$ cat config.mk
export PLATFORM = sky130hd
export DESIGN_NAME = tsc_top
export DESIGN_NICKNAME = d
export VERILOG_FILES = /design/src/include/tsc_pkg.sv /design/src/rtl/tsc_top.sv
export SDC_FILE = /design/constraint.sdc
export NUM_CORES = 1
export LEC_CHECK = 0
export ABC_CLOCK_PERIOD_IN_PS = 14100
export BUFFER_PORTS_ARGS = -buffer_cell sky130_fd_sc_hd__buf_2
export CORE_MARGIN = 5
export CORE_UTILIZATION = 60
export CTS_BUF_LIST = sky130_fd_sc_hd__clkbuf_4
export CTS_CLUSTER_DIAMETER = 200
export CTS_CLUSTER_SIZE = 25
export DETAILED_ROUTE_END_ITERATION = 10
export GPL_ROUTABILITY_DRIVEN = 0
export HOLD_SLACK_MARGIN = 0.02
export PLACE_DENSITY = 0.78
export SYNTH_ARGS = -nofsm -noshare
export SYNTH_HDL_FRONTEND = slang
export SYNTH_SLANG_ARGS = --single-unit
export TNS_END_PERCENT = 5
$ cat constraint.sdc
create_clock -name clk -period 14.1 [get_ports clk]
set_input_delay 2.115 -clock clk [delete_from_list [all_inputs] [get_ports clk]]
set_output_delay 2.115 -clock clk [all_outputs]
set_load 0.05 [all_outputs]
$ cat src/include/tsc_pkg.sv
// How it works
// - navigation light: lit no fix, blink, dark
// - status light blinks 1 s, deep 2 s
// - fast burst on modem activity, constant boot
// - status light dark when halted or flashing
// - timeout counts only while stationary
// - sleep needs every entry condition at once
// - sleep: receiver off, event records only
// - motion, ignition or usb ends sleep
// - deep: receiver asleep, modem only for sending
// - deep entry also needs both periods long enough
// - motion, ignition or usb ends deep sleep
// - deep records carry the reduced field set
// - add per-second step while moving
// - record takes distance then accumulator clears
// - no fix keeps last coordinate in records
// - records by time, distance or heading
package tsc_pkg;
  // ==========================================================
  // timing
  localparam int unsigned CLK_HZ         = 10_000_000;
  localparam int unsigned SUB_PERIOD_MS  = 100;
  localparam int unsigned SUB_CYCLES     = CLK_HZ / 1000 * SUB_PERIOD_MS;
  localparam int unsigned SUBS_PER_SEC   = 1000 / SUB_PERIOD_MS;
  localparam int unsigned FAST_SUBS      = 1;
  localparam int unsigned BURST_SUBS     = 8;
  localparam logic [7:0]  MODEM_TX_S     = 8'h0a;
  // ==========================================================
  // register offsets
  localparam logic [7:0] ADR_CTRL        = 8'h00;
  localparam logic [7:0] ADR_SLEEP_TO    = 8'h04;
  localparam logic [7:0] ADR_LINK_TO     = 8'h08;
  localparam logic [7:0] ADR_MIN_REC     = 8'h0c;
  localparam logic [7:0] ADR_SEND_PER    = 8'h10;
  localparam logic [7:0] ADR_DIST_THR    = 8'h14;
  localparam logic [7:0] ADR_ANG_THR     = 8'h18;
  localparam logic [7:0] ADR_STATUS      = 8'h1c;
  localparam logic [7:0] ADR_ODO         = 8'h20;
  localparam logic [7:0] ADR_IRQ_STAT    = 8'h24;
  localparam logic [7:0] ADR_IRQ_EN      = 8'h28;
  localparam logic [7:0] ADR_IRQ_CLR     = 8'h2c;
  // ==========================================================
  // fields
  localparam int unsigned CTRL_SLEEP_BIT = 0;
  localparam int unsigned CTRL_DEEP_BIT  = 1;
  localparam int unsigned IRQ_SLEEP_BIT  = 0;
  localparam int unsigned IRQ_DEEP_BIT   = 1;
  localparam int unsigned IRQ_WAKE_BIT   = 2;
  localparam int unsigned IRQ_REC_BIT    = 3;
  localparam int unsigned IRQ_W          = 4;
  // ==========================================================
  // reset values
  localparam logic [1:0]  CTRL_RST       = 2'h0;
  localparam logic [15:0] SLEEP_TO_RST   = 16'h003c;
  localparam logic [15:0] LINK_TO_RST    = 16'h003c;
  localparam logic [15:0] MIN_REC_RST    = 16'h003c;
  localparam logic [15:0] SEND_PER_RST   = 16'h0078;
  localparam logic [15:0] DIST_THR_RST   = 16'h0000;
  localparam logic [15:0] ANG_THR_RST    = 16'h0000;
  // ==========================================================
  // types
  typedef enum logic [1:0] {
    TSC_AWAKE,
    TSC_SLEEP,
    TSC_DEEP
  } tsc_mode_t;

  typedef struct packed {
    logic [1:0]  ctrl;
    logic [15:0] sleep_to;
    logic [15:0] link_to;
    logic [15:0] min_rec;
    logic [15:0] send_per;
    logic [15:0] dist_thr;
    logic [15:0] ang_thr;
  } tsc_cfg_t;

  typedef struct packed {
    logic [31:0] distance;
    logic        reduced;
    logic        hold_coord;
    logic        periodic;
    logic [2:0]  cause;
  } tsc_rec_t;
endpackage : tsc_pkg

$ cat src/rtl/tsc_top.sv
`timescale 1ns/10ps
module tsc_top #(
  parameter int unsigned SUB_DIV    = tsc_pkg::SUB_CYCLES,
  parameter int unsigned SUBS_SEC   = tsc_pkg::SUBS_PER_SEC,
  parameter int unsigned FAST_DIV   = tsc_pkg::FAST_SUBS,
  parameter int unsigned BURST_LEN  = tsc_pkg::BURST_SUBS
) (
  input  wire logic             clk,
  input  wire logic             rst_n,
  input  wire logic             ignition_input,
  input  wire logic             motion_in,
  input  wire logic             usb_attached,
  input  wire logic             time_synced,
  input  wire logic             gps_fix,
  input  wire logic [15:0]      step_distance,
  input  wire logic [15:0]      heading_change,
  input  wire logic             event_in,
  input  wire logic             modem_activity,
  input  wire logic             boot_mode,
  input  wire logic             fw_flashing,
  input  wire logic             device_working,
  input  wire logic [7:0]       addr,
  input  wire logic [31:0]      wr_data,
  input  wire logic             wr_en,
  input  wire logic             rd_en,
  output logic [31:0]           rd_data,
  output logic                  irq,
  output logic                  gps_power,
  output logic                  gps_sleep,
  output logic                  modem_power,
  output logic                  nav_led,
  output logic                  stat_led,
  output tsc_pkg::tsc_mode_t    mode,
  output logic                  record_strobe,
  output tsc_pkg::tsc_rec_t     record_info
);
  if (SUB_DIV < 2 || SUBS_SEC < 2 || SUBS_SEC > 255 || FAST_DIV < 1 || FAST_DIV > 255
      || BURST_LEN < 1 || BURST_LEN > 255) begin : g_bad
    $error("tsc_top: parameter out of range");
  end

  // ==========================================================
  // reset and input synchronisers
  logic [1:0] rst_pipe_ff;
  logic       rst_sn;
  always_ff @(posedge clk or negedge rst_n) begin
    if (!rst_n) rst_pipe_ff <= 2'h0;
    else        rst_pipe_ff <= {rst_pipe_ff[0], 1'b1};
  end
  assign rst_sn = rst_pipe_ff[1];

  logic [2:0] pin_meta_ff;
  logic [2:0] pin_sync_ff;
  always_ff @(posedge clk or negedge rst_sn) begin
    if (!rst_sn) begin
      pin_meta_ff <= 3'h0;
      pin_sync_ff <= 3'h0;
    end else begin
      pin_meta_ff <= {ignition_input, motion_in, usb_attached};
      pin_sync_ff <= pin_meta_ff;
    end
  end
  logic ign_s;
  logic mot_s;
  logic usb_s;
  assign ign_s = pin_sync_ff[2];
  assign mot_s = pin_sync_ff[1];
  assign usb_s = pin_sync_ff[0];

  // ==========================================================
  // dividers
  logic [31:0] div_ff;
  logic [7:0]  sub_cnt_ff;
  logic        sec_phase_ff;
  logic        sub_tick;
  logic        sec_tick;
  assign sub_tick = (div_ff == 32'(SUB_DIV - 1));
  assign sec_tick = sub_tick && (sub_cnt_ff == 8'(SUBS_SEC - 1));
  always_ff @(posedge clk or negedge rst_sn) begin
    if (!rst_sn) begin
      div_ff       <= 32'h0;
      sub_cnt_ff   <= 8'h0;
      sec_phase_ff <= 1'b0;
    end else begin
      div_ff <= sub_tick ? 32'h0 : div_ff + 32'h1;
      if (sub_tick) sub_cnt_ff <= sec_tick ? 8'h0 : sub_cnt_ff + 8'h1;
      if (sec_tick) sec_phase_ff <= ~sec_phase_ff;
    end
  end

  // ==========================================================
  // registers
  tsc_pkg::tsc_cfg_t cfg_ff;
  logic [tsc_pkg::IRQ_W-1:0] irq_stat_ff;
  logic [tsc_pkg::IRQ_W-1:0] irq_en_ff;
  logic [tsc_pkg::IRQ_W-1:0] irq_set;
  logic [tsc_pkg::IRQ_W-1:0] irq_clr;
  logic [31:0]               odo_ff;
  logic [15:0]               stop_secs_ff;
  tsc_pkg::tsc_mode_t        mode_ff;

  always_ff @(posedge clk or negedge rst_sn) begin
    if (!rst_sn) begin
      cfg_ff.ctrl     <= tsc_pkg::CTRL_RST;
      cfg_ff.sleep_to <= tsc_pkg::SLEEP_TO_RST;
      cfg_ff.link_to  <= tsc_pkg::LINK_TO_RST;
      cfg_ff.min_rec  <= tsc_pkg::MIN_REC_RST;
      cfg_ff.send_per <= tsc_pkg::SEND_PER_RST;
      cfg_ff.dist_thr <= tsc_pkg::DIST_THR_RST;
      cfg_ff.ang_thr  <= tsc_pkg::ANG_THR_RST;
      irq_en_ff       <= '0;
    end else if (wr_en) begin
      unique case (addr)
        tsc_pkg::ADR_CTRL:     cfg_ff.ctrl     <= wr_data[1:0];
        tsc_pkg::ADR_SLEEP_TO: cfg_ff.sleep_to <= wr_data[15:0];
        tsc_pkg::ADR_LINK_TO:  cfg_ff.link_to  <= wr_data[15:0];
        tsc_pkg::ADR_MIN_REC:  cfg_ff.min_rec  <= wr_data[15:0];
        tsc_pkg::ADR_SEND_PER: cfg_ff.send_per <= wr_data[15:0];
        tsc_pkg::ADR_DIST_THR: cfg_ff.dist_thr <= wr_data[15:0];
        tsc_pkg::ADR_ANG_THR:  cfg_ff.ang_thr  <= wr_data[15:0];
        tsc_pkg::ADR_IRQ_EN:   irq_en_ff       <= wr_data[tsc_pkg::IRQ_W-1:0];
        default: ;
      endcase
    end
  end

  assign irq_clr = (wr_en && addr == tsc_pkg::ADR_IRQ_CLR) ? wr_data[tsc_pkg::IRQ_W-1:0] : '0;

  // set wins over a clear in the same cycle
  always_ff @(posedge clk or negedge rst_sn) begin
    if (!rst_sn) irq_stat_ff <= '0;
    else         irq_stat_ff <= (irq_stat_ff & ~irq_clr) | irq_set;
  end

  always_ff @(posedge clk or negedge rst_sn) begin
    if (!rst_sn) irq <= 1'b0;
    else         irq <= |(((irq_stat_ff & ~irq_clr) | irq_set) & irq_en_ff);
  end

  logic [31:0] nxt_rd_data;
  always_comb begin
    nxt_rd_data = 32'h0;
    unique case (addr)
      tsc_pkg::ADR_CTRL:     nxt_rd_data = {30'h0, cfg_ff.ctrl};
      tsc_pkg::ADR_SLEEP_TO: nxt_rd_data = {16'h0, cfg_ff.sleep_to};
      tsc_pkg::ADR_LINK_TO:  nxt_rd_data = {16'h0, cfg_ff.link_to};
      tsc_pkg::ADR_MIN_REC:  nxt_rd_data = {16'h0, cfg_ff.min_rec};
      tsc_pkg::ADR_SEND_PER: nxt_rd_data = {16'h0, cfg_ff.send_per};
      tsc_pkg::ADR_DIST_THR: nxt_rd_data = {16'h0, cfg_ff.dist_thr};
      tsc_pkg::ADR_ANG_THR:  nxt_rd_data = {16'h0, cfg_ff.ang_thr};
      tsc_pkg::ADR_STATUS:   nxt_rd_data = {stop_secs_ff, 10'h0, modem_power, gps_power,
                                            stat_led, nav_led, mode_ff};
      tsc_pkg::ADR_ODO:      nxt_rd_data = odo_ff;
      tsc_pkg::ADR_IRQ_STAT: nxt_rd_data = {28'h0, irq_stat_ff};
      tsc_pkg::ADR_IRQ_EN:   nxt_rd_data = {28'h0, irq_en_ff};
      default:               nxt_rd_data = 32'h0;
    endcase
  end

  always_ff @(posedge clk or negedge rst_sn) begin
    if (!rst_sn)    rd_data <= 32'h0;
    else if (rd_en) rd_data <= nxt_rd_data;
    else            rd_data <= 32'h0;
  end

  // ==========================================================
  // sleep state machine
  logic        wake_s;
  logic        base_ok;
  logic [16:0] guard_sum;
  logic        periods_ok;
  logic        sleep_ok;
  logic        deep_ok;
  assign wake_s     = mot_s || ign_s || usb_s;
  assign base_ok    = (stop_secs_ff >= cfg_ff.sleep_to) && time_synced && !wake_s;
  assign guard_sum  = {1'b0, cfg_ff.sleep_to} + {1'b0, cfg_ff.link_to};
  assign periods_ok = ({1'b0, cfg_ff.min_rec} > guard_sum) && ({1'b0, cfg_ff.send_per} > guard_sum);
  assign sleep_ok   = cfg_ff.ctrl[tsc_pkg::CTRL_SLEEP_BIT] && base_ok;
  assign deep_ok    = cfg_ff.ctrl[tsc_pkg::CTRL_DEEP_BIT] && base_ok && periods_ok;

  always_ff @(posedge clk or negedge rst_sn) begin
    if (!rst_sn)                    stop_secs_ff <= 16'h0;
    else if (wake_s)                stop_secs_ff <= 16'h0;
    else if (sec_tick && mode_ff == tsc_pkg::TSC_AWAKE && stop_secs_ff != 16'hffff)
                                    stop_secs_ff <= stop_secs_ff + 16'h1;
  end

  tsc_pkg::tsc_mode_t nxt_mode;
  always_comb begin
    nxt_mode = mode_ff;
    unique case (mode_ff)
      tsc_pkg::TSC_AWAKE: begin
        if (deep_ok)       nxt_mode = tsc_pkg::TSC_DEEP;
        else if (sleep_ok) nxt_mode = tsc_pkg::TSC_SLEEP;
      end
      tsc_pkg::TSC_SLEEP: if (wake_s) nxt_mode = tsc_pkg::TSC_AWAKE;
      tsc_pkg::TSC_DEEP:  if (wake_s) nxt_mode = tsc_pkg::TSC_AWAKE;
      default:            nxt_mode = tsc_pkg::TSC_AWAKE;
    endcase
  end

  always_ff @(posedge clk or negedge rst_sn) begin
    if (!rst_sn) mode_ff <= tsc_pkg::TSC_AWAKE;
    else         mode_ff <= nxt_mode;
  end
  assign mode = mode_ff;

  // ==========================================================
  // distance accumulator and record triggers
  logic [15:0] per_secs_ff;
  logic [31:0] nxt_sum;
  logic        trig_time;
  logic        trig_dist;
  logic        trig_ang;
  logic        rec_now;
  assign nxt_sum   = odo_ff + ((sec_tick && mot_s) ? {16'h0, step_distance} : 32'h0);
  assign trig_time = sec_tick && mode_ff != tsc_pkg::TSC_SLEEP && (per_secs_ff + 16'h1 >= cfg_ff.min_rec);
  assign trig_dist = sec_tick && mode_ff == tsc_pkg::TSC_AWAKE && cfg_ff.dist_thr != 16'h0
                     && nxt_sum >= {16'h0, cfg_ff.dist_thr};
  assign trig_ang  = sec_tick && mode_ff == tsc_pkg::TSC_AWAKE && cfg_ff.ang_thr != 16'h0
                     && heading_change >= cfg_ff.ang_thr;
  assign rec_now   = trig_time || trig_dist || trig_ang || event_in;

  always_ff @(posedge clk or negedge rst_sn) begin
    if (!rst_sn)      odo_ff <= 32'h0;
    else if (rec_now) odo_ff <= 32'h0;
    else              odo_ff <= nxt_sum;
  end

  always_ff @(posedge clk or negedge rst_sn) begin
    if (!rst_sn)                          per_secs_ff <= 16'h0;
    else if (trig_time || trig_dist || trig_ang) per_secs_ff <= 16'h0;
    else if (sec_tick && per_secs_ff != 16'hffff) per_secs_ff <= per_secs_ff + 16'h1;
  end

  always_ff @(posedge clk or negedge rst_sn) begin
    if (!rst_sn) begin
      record_strobe <= 1'b0;
      record_info   <= '0;
    end else begin
      record_strobe <= rec_now;
      if (rec_now) begin
        record_info.distance   <= nxt_sum;
        record_info.reduced    <= (mode_ff == tsc_pkg::TSC_DEEP);
        record_info.hold_coord <= !gps_fix || mode_ff != tsc_pkg::TSC_AWAKE;
        record_info.periodic   <= trig_time || trig_dist || trig_ang;
        record_info.cause      <= {trig_ang, trig_dist, trig_time};
      end
    end
  end

  assign irq_set = {rec_now,
                    wake_s && mode_ff != tsc_pkg::TSC_AWAKE,
                    nxt_mode == tsc_pkg::TSC_DEEP && mode_ff == tsc_pkg::TSC_AWAKE,
                    nxt_mode == tsc_pkg::TSC_SLEEP && mode_ff == tsc_pkg::TSC_AWAKE};

  // ==========================================================
  // power gating
  logic [7:0] tx_secs_ff;
  always_ff @(posedge clk or negedge rst_sn) begin
    if (!rst_sn)                                        tx_secs_ff <= 8'h0;
    else if (mode_ff != tsc_pkg::TSC_DEEP)              tx_secs_ff <= 8'h0;
    else if (rec_now)                                   tx_secs_ff <= tsc_pkg::MODEM_TX_S;
    else if (sec_tick && tx_secs_ff != 8'h0)            tx_secs_ff <= tx_secs_ff - 8'h1;
  end

  always_ff @(posedge clk or negedge rst_sn) begin
    if (!rst_sn) begin
      gps_power   <= 1'b1;
      gps_sleep   <= 1'b0;
      modem_power <= 1'b1;
    end else begin
      gps_power   <= (mode_ff == tsc_pkg::TSC_AWAKE);
      gps_sleep   <= (mode_ff == tsc_pkg::TSC_DEEP);
      modem_power <= (mode_ff != tsc_pkg::TSC_DEEP) || (tx_secs_ff != 8'h0);
    end
  end

  // ==========================================================
  // indicators
  logic [7:0] fast_cnt_ff;
  logic       fast_ff;
  logic [7:0] burst_ff;
  always_ff @(posedge clk or negedge rst_sn) begin
    if (!rst_sn) begin
      fast_cnt_ff <= 8'h0;
      fast_ff     <= 1'b0;
    end else if (sub_tick) begin
      if (fast_cnt_ff == 8'(FAST_DIV - 1)) begin
        fast_cnt_ff <= 8'h0;
        fast_ff     <= ~fast_ff;
      end else begin
        fast_cnt_ff <= fast_cnt_ff + 8'h1;
      end
    end
  end

  always_ff @(posedge clk or negedge rst_sn) begin
    if (!rst_sn)              burst_ff <= 8'h0;
    else if (modem_activity)  burst_ff <= 8'(BURST_LEN);
    else if (sub_tick && burst_ff != 8'h0) burst_ff <= burst_ff - 8'h1;
  end

  logic first_sub;
  assign first_sub = (sub_cnt_ff == 8'h0);
  always_ff @(posedge clk or negedge rst_sn) begin
    if (!rst_sn) begin
      nav_led  <= 1'b0;
      stat_led <= 1'b0;
    end else begin
      if (!gps_power || mode_ff == tsc_pkg::TSC_DEEP) nav_led <= 1'b0;
      else if (!gps_fix)                               nav_led <= 1'b1;
      else                                             nav_led <= first_sub;
      if (!device_working || fw_flashing)              stat_led <= 1'b0;
      else if (boot_mode || burst_ff != 8'h0)          stat_led <= fast_ff;
      else if (mode_ff == tsc_pkg::TSC_DEEP)           stat_led <= first_sub && !sec_phase_ff;
      else                                             stat_led <= first_sub;
    end
  end
endmodule : tsc_top

==> out/results.md, run 1 <==
| Metric | This run |
|---|---|
| Critical path endpoint category | flip-flop |
| NumNets Final | 2091 |
| Number of failing hold endpoints at the final stage | 0 |
| Post-CTS Setup Bufs | 0 |
| Post-cts repair resize count | 0 |
| Outcome | finished, final reports clean |
| Count of maximum capacitance violations | 0 |
| Setup repair after global routing missed its margin | no |
| Worst slew margin relative to its limit | 30.54% |
| Worst voltage drop across the vdd grid | 0.05858 mV |
| Clock latency at the later pin of the worst-skew pair | 750 ps |
| Cell with the most instances after synthesis | sky130_fd_sc_hd__dfrtp_1 |
| Worst Hold Class | flip-flop to async pin |
| Critical path data required time | 14740 ps |
| Cell types occupying the most area after synthesis | sky130_fd_sc_hd__dfrtp_1, sky130_fd_sc_hd__ha_1, sky130_fd_sc_hd__mux2_2 |
| Post-route clock skew | 66.35 ps |
| Data arrival time of the worst path | 7210 ps |
| Netlist Area Pre-Place | 0.01799 mm^2 |
| Top layer in use | met4 |
| Vertical extent of the die | 183.2 um |
| Crit path max fanout | 47 |
| Smallest setup slack after layout | 7530 ps |
| CTS tree | done |
| Leading area contributor after synthesis | sky130_fd_sc_hd__dfrtp_1 |
| Unique cell type count in the Yosys netlist | 68 |
| Number of clock sinks | 323 |
| YS warnings | 0 |
| Beginning of the critical path | sub_cnt_ff[4]$_DFFE_PN0N_ |
| DIE WIDTH | 183.2 um |
| Maximum number of pins on one net before global-route repair | 84 |
| Number of enable flip-flop cells after synthesis | 0 |
| First-pass GRT wire length | 77.34 mm |
| Critical path buffers and inverters | 3 |
| Met1 WL | 19.91 mm |
| Met2 WL | 22.53 mm |
| Tot GR Track Use | 28.75% |
| Top cell types by occurrence after synthesis | sky130_fd_sc_hd__dfrtp_1, sky130_fd_sc_hd__ha_1, sky130_fd_sc_hd__nor2_1 |
| Measured slew at the worst slew-check pin | 1042 ps |
| Number of standard cells in the layout, taps in and fillers out | 2261 |
| Placed Cells incl. Taps | 2232 |
| Initial DRC count | 1567 |
| Utilization after layout | 65.43% |
| Net Count, Synth | 1953 |
| Post-CTS Hold Fix Bufs | 0 |
| Via-to-Cell Ratio | 6.253 |
| GRT Residual Overflow | 0 |
| Remaining routing DRC violations | 0 |
| Met3 wire len | 4.167 mm |
| 1st-pass router iterations | 6 |
| Antenna violations before repair | 1 |
| Synthesized instance count | 1722 |
| Number of buffers inserted during clock tree synthesis | 16 |
| Wire length per cell after detailed routing | 21.42 um |
| Post-synthesis area per instance | 10.45 um^2 |
| Final setup violation count | 0 |
| CP max stage delay | 490 ps |
| Max Clock Freq | 0.1522 GHz |
| Root Buffer | sky130_fd_sc_hd__clkbuf_4 |
| Sum Neg Setup Slack | 0 ps |
| CTS H-Tree Depth | 1 |
| Share of the yosys chip area belonging to registers | 45.04% |
| Buffers added on ports | 148 |
| Source of the worst register-to-register timing path | sub_cnt_ff[4]$_DFFE_PN0N_ |
| Initial core utilization | 60.71% |
| Primary flip-flop cell chosen by synthesis mapping | sky130_fd_sc_hd__dfrtp_1 |
| Via count of the first global-routing pass | 14310 |
| Remaining antenna violation count after routing | 0 |
| Period Utilization, post-route | 46.60% |
| Power density cells | 78.22 mW/mm^2 |
| Family of cells with the greatest summed delay on the critical path | simple AND/OR/NAND/NOR gates |
| Crit path max-delay cell type | sky130_fd_sc_hd__dfrtp_1 |
| Via count | 14140 |
| Sequence of cells on the critical path | nor3_1, nand4_1, nor4_2, buf_4, and3_1, ha_1, a21oi_1, nor2_1, or3_1, a31oi_1, xnor2_1, ha_1, nand3_1, nor2_1, a211oi_1, o31ai_1, a41oi_1, o211a_1, nand4_1, nor4_4, o21a_2, inv_2, buf_4, mux2_4 |
| Share of async-settable or async-resettable flops after synthesis | 100.0% |
| Pins over their slew limit | 0 |
| Max clock buf depth | 3 |
| Cell leakage power | 9.571 nW |
| Area inside the core boundary | 0.02964 mm^2 |
| Minimum clock period after layout | 6570 ps |
| Critical Path Start Type | flip-flop |
| Area share of the leading cell type in the synthesized netlist | 42.41% |
| Number of rows created at floorplan | 63 |
| Overall Power | 1.517 mW |
| Placed wire-length estimate | 36.93 mm |
| Proportion of layout cells with a drive suffix above 1 | 18.56% |
| DIE AREA | 0.03355 mm^2 |
| DP Worst Slack | 7103 ps |
| Final routed wirelength across all metal layers | 48.43 mm |
| Number of storage elements in the synthesis netlist | 323 |
| Register clock-pin slew on the reported worst setup and hold paths | 260 ps |
| IO Pins | 165 |
| Post-synthesis to final-layout area growth | 7.766% |
| Crit Path Class | flip-flop to flip-flop |
## layout make-up
class / instances / area (um^2)
inverters: 110 / 412.9
clock buffers: 27 / 202.7
multi-input cells: 1243 / 9298
clock inverters: 1 / 3.754
repair buffers: 166 / 875.8
diodes: 1 / 2.502
flip-flops and latches: 323 / 8109
fillers: 2378 / 10250
well taps: 390 / 488.0
## metal layers
metal | GRT usage (%) | vias to the layer above
met3 | 5.077 | 121
met2 | 46.72 | 638
met5 | 0 | -
met4 | 10.01 | 0
met1 | 39.29 | 6946
li1 | - | 6432
## where the power goes
group          leakage (nW)  internal (mW)  switching [mW]
Clock                 0.126         0.0857           0.275
Combinational          5.07         0.0690           0.107
Sequential             4.38          0.950          0.0297
## cells in the final DEF, fill, tap and decap left out, types with 8 or more instances in the layout
cell type,instances
sky130_fd_sc_hd__dfrtp_1,304
sky130_fd_sc_hd__buf_2,148
sky130_fd_sc_hd__ha_1,143
sky130_fd_sc_hd__nor2_1,136
sky130_fd_sc_hd__inv_1,109
sky130_fd_sc_hd__nand2_1,107
sky130_fd_sc_hd__mux2_2,106
sky130_fd_sc_hd__xnor2_1,68
sky130_fd_sc_hd__xor2_1,64
sky130_fd_sc_hd__a21oi_1,62
sky130_fd_sc_hd__nand3_1,61
sky130_fd_sc_hd__o21ai_0,57
sky130_fd_sc_hd__and3_1,55
sky130_fd_sc_hd__a22oi_1,46
sky130_fd_sc_hd__a21o_1,30
sky130_fd_sc_hd__nand4_1,28
sky130_fd_sc_hd__clkbuf_4,27
sky130_fd_sc_hd__and2_1,24
sky130_fd_sc_hd__mux2i_1,18
sky130_fd_sc_hd__dfstp_2,18
sky130_fd_sc_hd__buf_4,18
sky130_fd_sc_hd__nor3_1,17
sky130_fd_sc_hd__nor4_1,17
sky130_fd_sc_hd__a31oi_1,17
sky130_fd_sc_hd__mux2_4,15
sky130_fd_sc_hd__or3_1,13
sky130_fd_sc_hd__nor2b_1,12
sky130_fd_sc_hd__a222oi_1,12
sky130_fd_sc_hd__a211oi_1,11
sky130_fd_sc_hd__a221oi_1,9
sky130_fd_sc_hd__a22o_1,9
sky130_fd_sc_hd__nand2b_1,8
## worst paths after layout
path | slack (ps) | to | depth (start not counted)
max | 7530 | record_info[8]$_DFFE_PN0P_ | 24
min | 280 | sub_cnt_ff[6]$_DFFE_PN0N_ | 0
max reg2reg | 7530 | record_info[8]$_DFFE_PN0P_ | 24
min reg2reg | 280 | sub_cnt_ff[6]$_DFFE_PN0N_ | 0
max in group asynchronous | 9910 | cfg_ff[37]$_DFFE_PN1P_ | 4
min in group clk | 380 | pin_sync_ff[1]$_DFF_PN0_ | 0
## state kept, by name, summed over array words and instances, names as in the netlist, 16 cells and up
signal	flops
per_secs_ff	16
cfg_ff	98
rd_data	32
odo_ff	32
record_info	38
stop_secs_ff	16
div_ff	32
## cell families after synthesis
kind of cell / Yosys count / share of synthesized area, %
XOR/XNOR: 132 / 6.425
AND/OR/NAND/NOR: 510 / 14.13
buffers and inverters: 156 / 3.365
other: 1 / 0.02084
AO/OA/AOI/OAI: 316 / 11.97
adder cells (fa/ha/maj): 145 / 10.17
multiplexers: 139 / 8.886
flip-flops: 323 / 45.04
## stage by stage
step | area [um^2] | hold WS, ps
floorplan | 17990 | 331.2
global placement | 19180 | 317.1
CTS | 19390 | 314.8
global route | 19390 | 352.2
finish | 19390 | 281.6
detailed placement | 19180 | 320.3
Note: power is estimated with default switching activity, not from simulation.
==> run 2: changes to the inputs <==
ABC_CLOCK_PERIOD_IN_PS = 6900   (was 14100)
clock period = 6.9 ns   (was 14.1 ns; I/O delays follow)
==> run 2 against run 1 <==
Total power grew 100%. Clock power up 96%. Sequential power grew 110%. First-iteration DRC count is 0.77% lower. Register-to-register slack worse by 7000 ps. Sequential cell count unchanged. Critical path type unchanged.
==> out/results.md, run 2 (synthesis results as in run 1) <==
| Metric | This run | vs previous |
|---|---|---|
| Outcome | finished, final reports clean |  |
| Number of failing hold endpoints at the final stage | 0 | unchanged |
| Most frequent standard cell in the layout excluding fill and tap cells | sky130_fd_sc_hd__dfrtp_1 |  |
| DIE WIDTH | 183.2 um | unchanged |
| Power density cells | 158.4 mW/mm^2 | +100% |
| Worst voltage drop across the vdd grid | 0.1744 mV | +200% |
| GRT Residual Overflow | 0 | unchanged |
| Tot GR Track Use | 28.36% | -0.39 points |
| Overall Power | 3.069 mW | +100% |
| Fin Hold WS | 377.4 ps | +95.75 ps |
| Via count | 14230 | +0.68% |
| Cells on Worst Hold Path | 1 |  |
| Via-to-Cell Ratio | 6.306 | +0.86% |
| Post-CTS Setup Bufs | 0 | unchanged |
| Number of flip-flops under the largest register name | 98 | unchanged |
| Placed inst area | 0.01920 mm^2 | about the same |
| Worst reg-to-reg path cell count | 23 | -4.2% |
| Max Clock Freq | 0.1580 GHz | +3.8% |
| Startpoint of the lowest-slack hold path | motion_in |  |
| Remaining antenna violation count after routing | 0 | unchanged |
| Period Utilization, post-route | 91.73% | +45 points |
| Clock latency at the later pin of the worst-skew pair | 750 ps | about the same |
| Initial core utilization | 60.71% | unchanged |
| Registers with the highest flip-flop counts | cfg_ff x98, record_info x38 |  |
| Minimum clock period after layout | 6330 ps | -240.4 ps |
| Crit path max-delay cell type | sky130_fd_sc_hd__dfrtp_1 |  |
| Setup repair after global routing missed its margin | no |  |
| Post-synthesis to final-layout area growth | 7.697% | about the same |
| Final routed wirelength across all metal layers | 48.03 mm | -0.82% |
| Pins over their slew limit | 0 | unchanged |
| Cell leakage power | 9.557 nW | -0.15% |
| Max clock buf depth | 3 | unchanged |
| Sum Neg Setup Slack | 0 ps | unchanged |
| Count of maximum capacitance violations | 0 | unchanged |
| Number of buffers inserted during clock tree synthesis | 16 | unchanged |
| DP Worst Slack | 588.4 ps | -6514 ps |
| DIE AREA | 0.03355 mm^2 | unchanged |
| Measured slew at the worst slew-check pin | 965.7 ps | -76.22 ps |
| Post-route clock skew | 39.39 ps | -26.97 ps |
| Reg-to-reg critical path endpoint | record_info[7]$_DFFE_PN0P_ |  |
| Crit Path Class | flip-flop to flip-flop |  |
| NumNets Final | 2092 | +0.048% |
| CTS H-Tree Depth | 1 | unchanged |
| Source of the worst register-to-register timing path | sub_cnt_ff[4]$_DFFE_PN0N_ |  |
| Worst slew margin relative to its limit | 35.62% | +5.1 points |
| CTS tree | done |  |
| Buffers added on ports | 148 | unchanged |
| Number of clock sinks | 323 | unchanged |
| Worst Hold Class | input pin to flip-flop |  |
| Critical path buffers and inverters | 2 | -1 |
| Critical path endpoint category | flip-flop |  |
| Initial DRC count | 1555 | -0.77% |
| Antenna violations before repair | 1 | unchanged |
| Remaining routing DRC violations | 0 | unchanged |
| Data arrival time of the worst path | 6970 ps | -240 ps |
| Register clock-pin slew on the reported worst setup and hold paths | 260 ps | about the same |
| Vertical extent of the die | 183.2 um | unchanged |
| Number of rows created at floorplan | 63 | unchanged |
| Most frequent cells in the layout | sky130_fd_sc_hd__dfrtp_1, sky130_fd_sc_hd__buf_2, sky130_fd_sc_hd__ha_1 |  |
| Cell occurring most often along the worst timing path | sky130_fd_sc_hd__a21oi_1 |  |
| Proportion of layout cells with a drive suffix above 1 | 18.33% | -0.23 points |
| Via count of the first global-routing pass | 13920 | -2.7% |
| IO Pins | 165 | unchanged |
| Crit path max fanout | 30 | -36% |
| Sequence of cells on the critical path | nor3_1, nand4_1, nor4_2, buf_4, and3_1, ha_1, a21oi_1, nor2_1, o31a_1, nor2_1, o21bai_1, a21oi_1, xnor2_1, ha_1, a21o_1, a21o_1, a21oi_1, o211a_1, nand4_1, nor4_4, o21a_2, buf_4, mux2_2 |  |
| Placed wire-length estimate | 36.71 mm | -0.60% |
| Critical Path Start Type | flip-flop |  |
| Area inside the core boundary | 0.02964 mm^2 | unchanged |
| Critical path data required time | 7550 ps | -7190 ps |
| Wire length per cell after detailed routing | 21.28 um | -0.65% |
| Reg-to-reg setup timing slack | 570 ps | -6960 ps |
| Final setup violation count | 0 | unchanged |
| Hold-critical path endpoint | pin_meta_ff[1]$_DFF_PN0_ |  |
| Family of cells with the greatest summed delay on the critical path | simple AND/OR/NAND/NOR gates |  |
| 1st-pass router iterations | 6 | unchanged |
| Root Buffer | sky130_fd_sc_hd__clkbuf_4 |  |
| CP max stage delay | 500 ps | about the same |
| Largest register by flop count | cfg_ff |  |
| Smallest setup slack after layout | 570.5 ps | -6960 ps |
| First-pass GRT wire length | 76.23 mm | -1.4% |
| Design Area, Final | 0.01938 mm^2 | about the same |
| Maximum number of pins on one net before global-route repair | 136 | +62% |
run 2: power breakdown:
part	switching (mW)	internal (mW)	total (mW)	leakage [nW]
Combinational	0.212	0.141	0.353	5.08
Sequential	0.0654	1.94	2.01	4.38
Clock	0.564	0.145	0.709	0.103
run 2: worst max-delay path by stage:
stage | start | endpoint | slack (ps) | cells after the start
after floorplan | sub_cnt_ff[4]$_DFFE_PN0N_ | record_info[5]$_DFFE_PN0P_ | 1450 | 23
after global placement | div_ff[28]$_DFF_PN0_ | record_info[27]$_DFFE_PN0P_ | 750 | 24
after detailed placement | div_ff[10]$_DFF_PN0_ | record_info[28]$_DFFE_PN0P_ | 590 | 24
after CTS | sub_cnt_ff[4]$_DFFE_PN0N_ | record_info[26]$_DFFE_PN0P_ | 540 | 24
after global routing | sub_cnt_ff[4]$_DFFE_PN0N_ | record_info[7]$_DFFE_PN0P_ | 140 | 23
final | sub_cnt_ff[4]$_DFFE_PN0N_ | record_info[7]$_DFFE_PN0P_ | 570 | 23
run 2: final cells by class:
type | count | area [um^2]
multi-input cells | 1243 | 9298
clock buffers | 22 | 165.2
fillers | 2425 | 10260
inverters | 110 | 415.4
clock inverters | 1 | 3.754
repair buffers | 167 | 898.4
diodes | 1 | 2.502
flip-flops and latches | 323 | 8109
well taps | 390 | 488.0
run 2: layer usage:
| metal | vias up | track usage [%] | wire (um) |
|---|---|---|---|
| met5 | - | 0 | 0 |
| met4 | 0 | 9.029 | 1869 |
| met3 | 116 | 4.264 | 3899 |
| met2 | 616 | 46.52 | 22380 |
| met1 | 7033 | 39.26 | 19880 |
| li1 | 6468 | - | - |
run 2: timing repair:
action                                  in CTS  in global routing
resized for setup                            0                  2
hold buffers                                 1                  0
hold endpoints to repair                     2                  0
endpoints found under the setup margin       0                  5
run 2: metrics by stage:
| step | utilization, % | cells |
|---|---|---|
| 3_5_place_dp | 64.77 | 2232 |
| 2_1_floorplan | - | 1722 |
| 4_1_cts | 65.37 | 2256 |
| 3_3_place_gp | 64.77 | 2232 |
| 6_report | 65.39 | 2257 |
| 5_1_grt | 65.39 | 2257 |
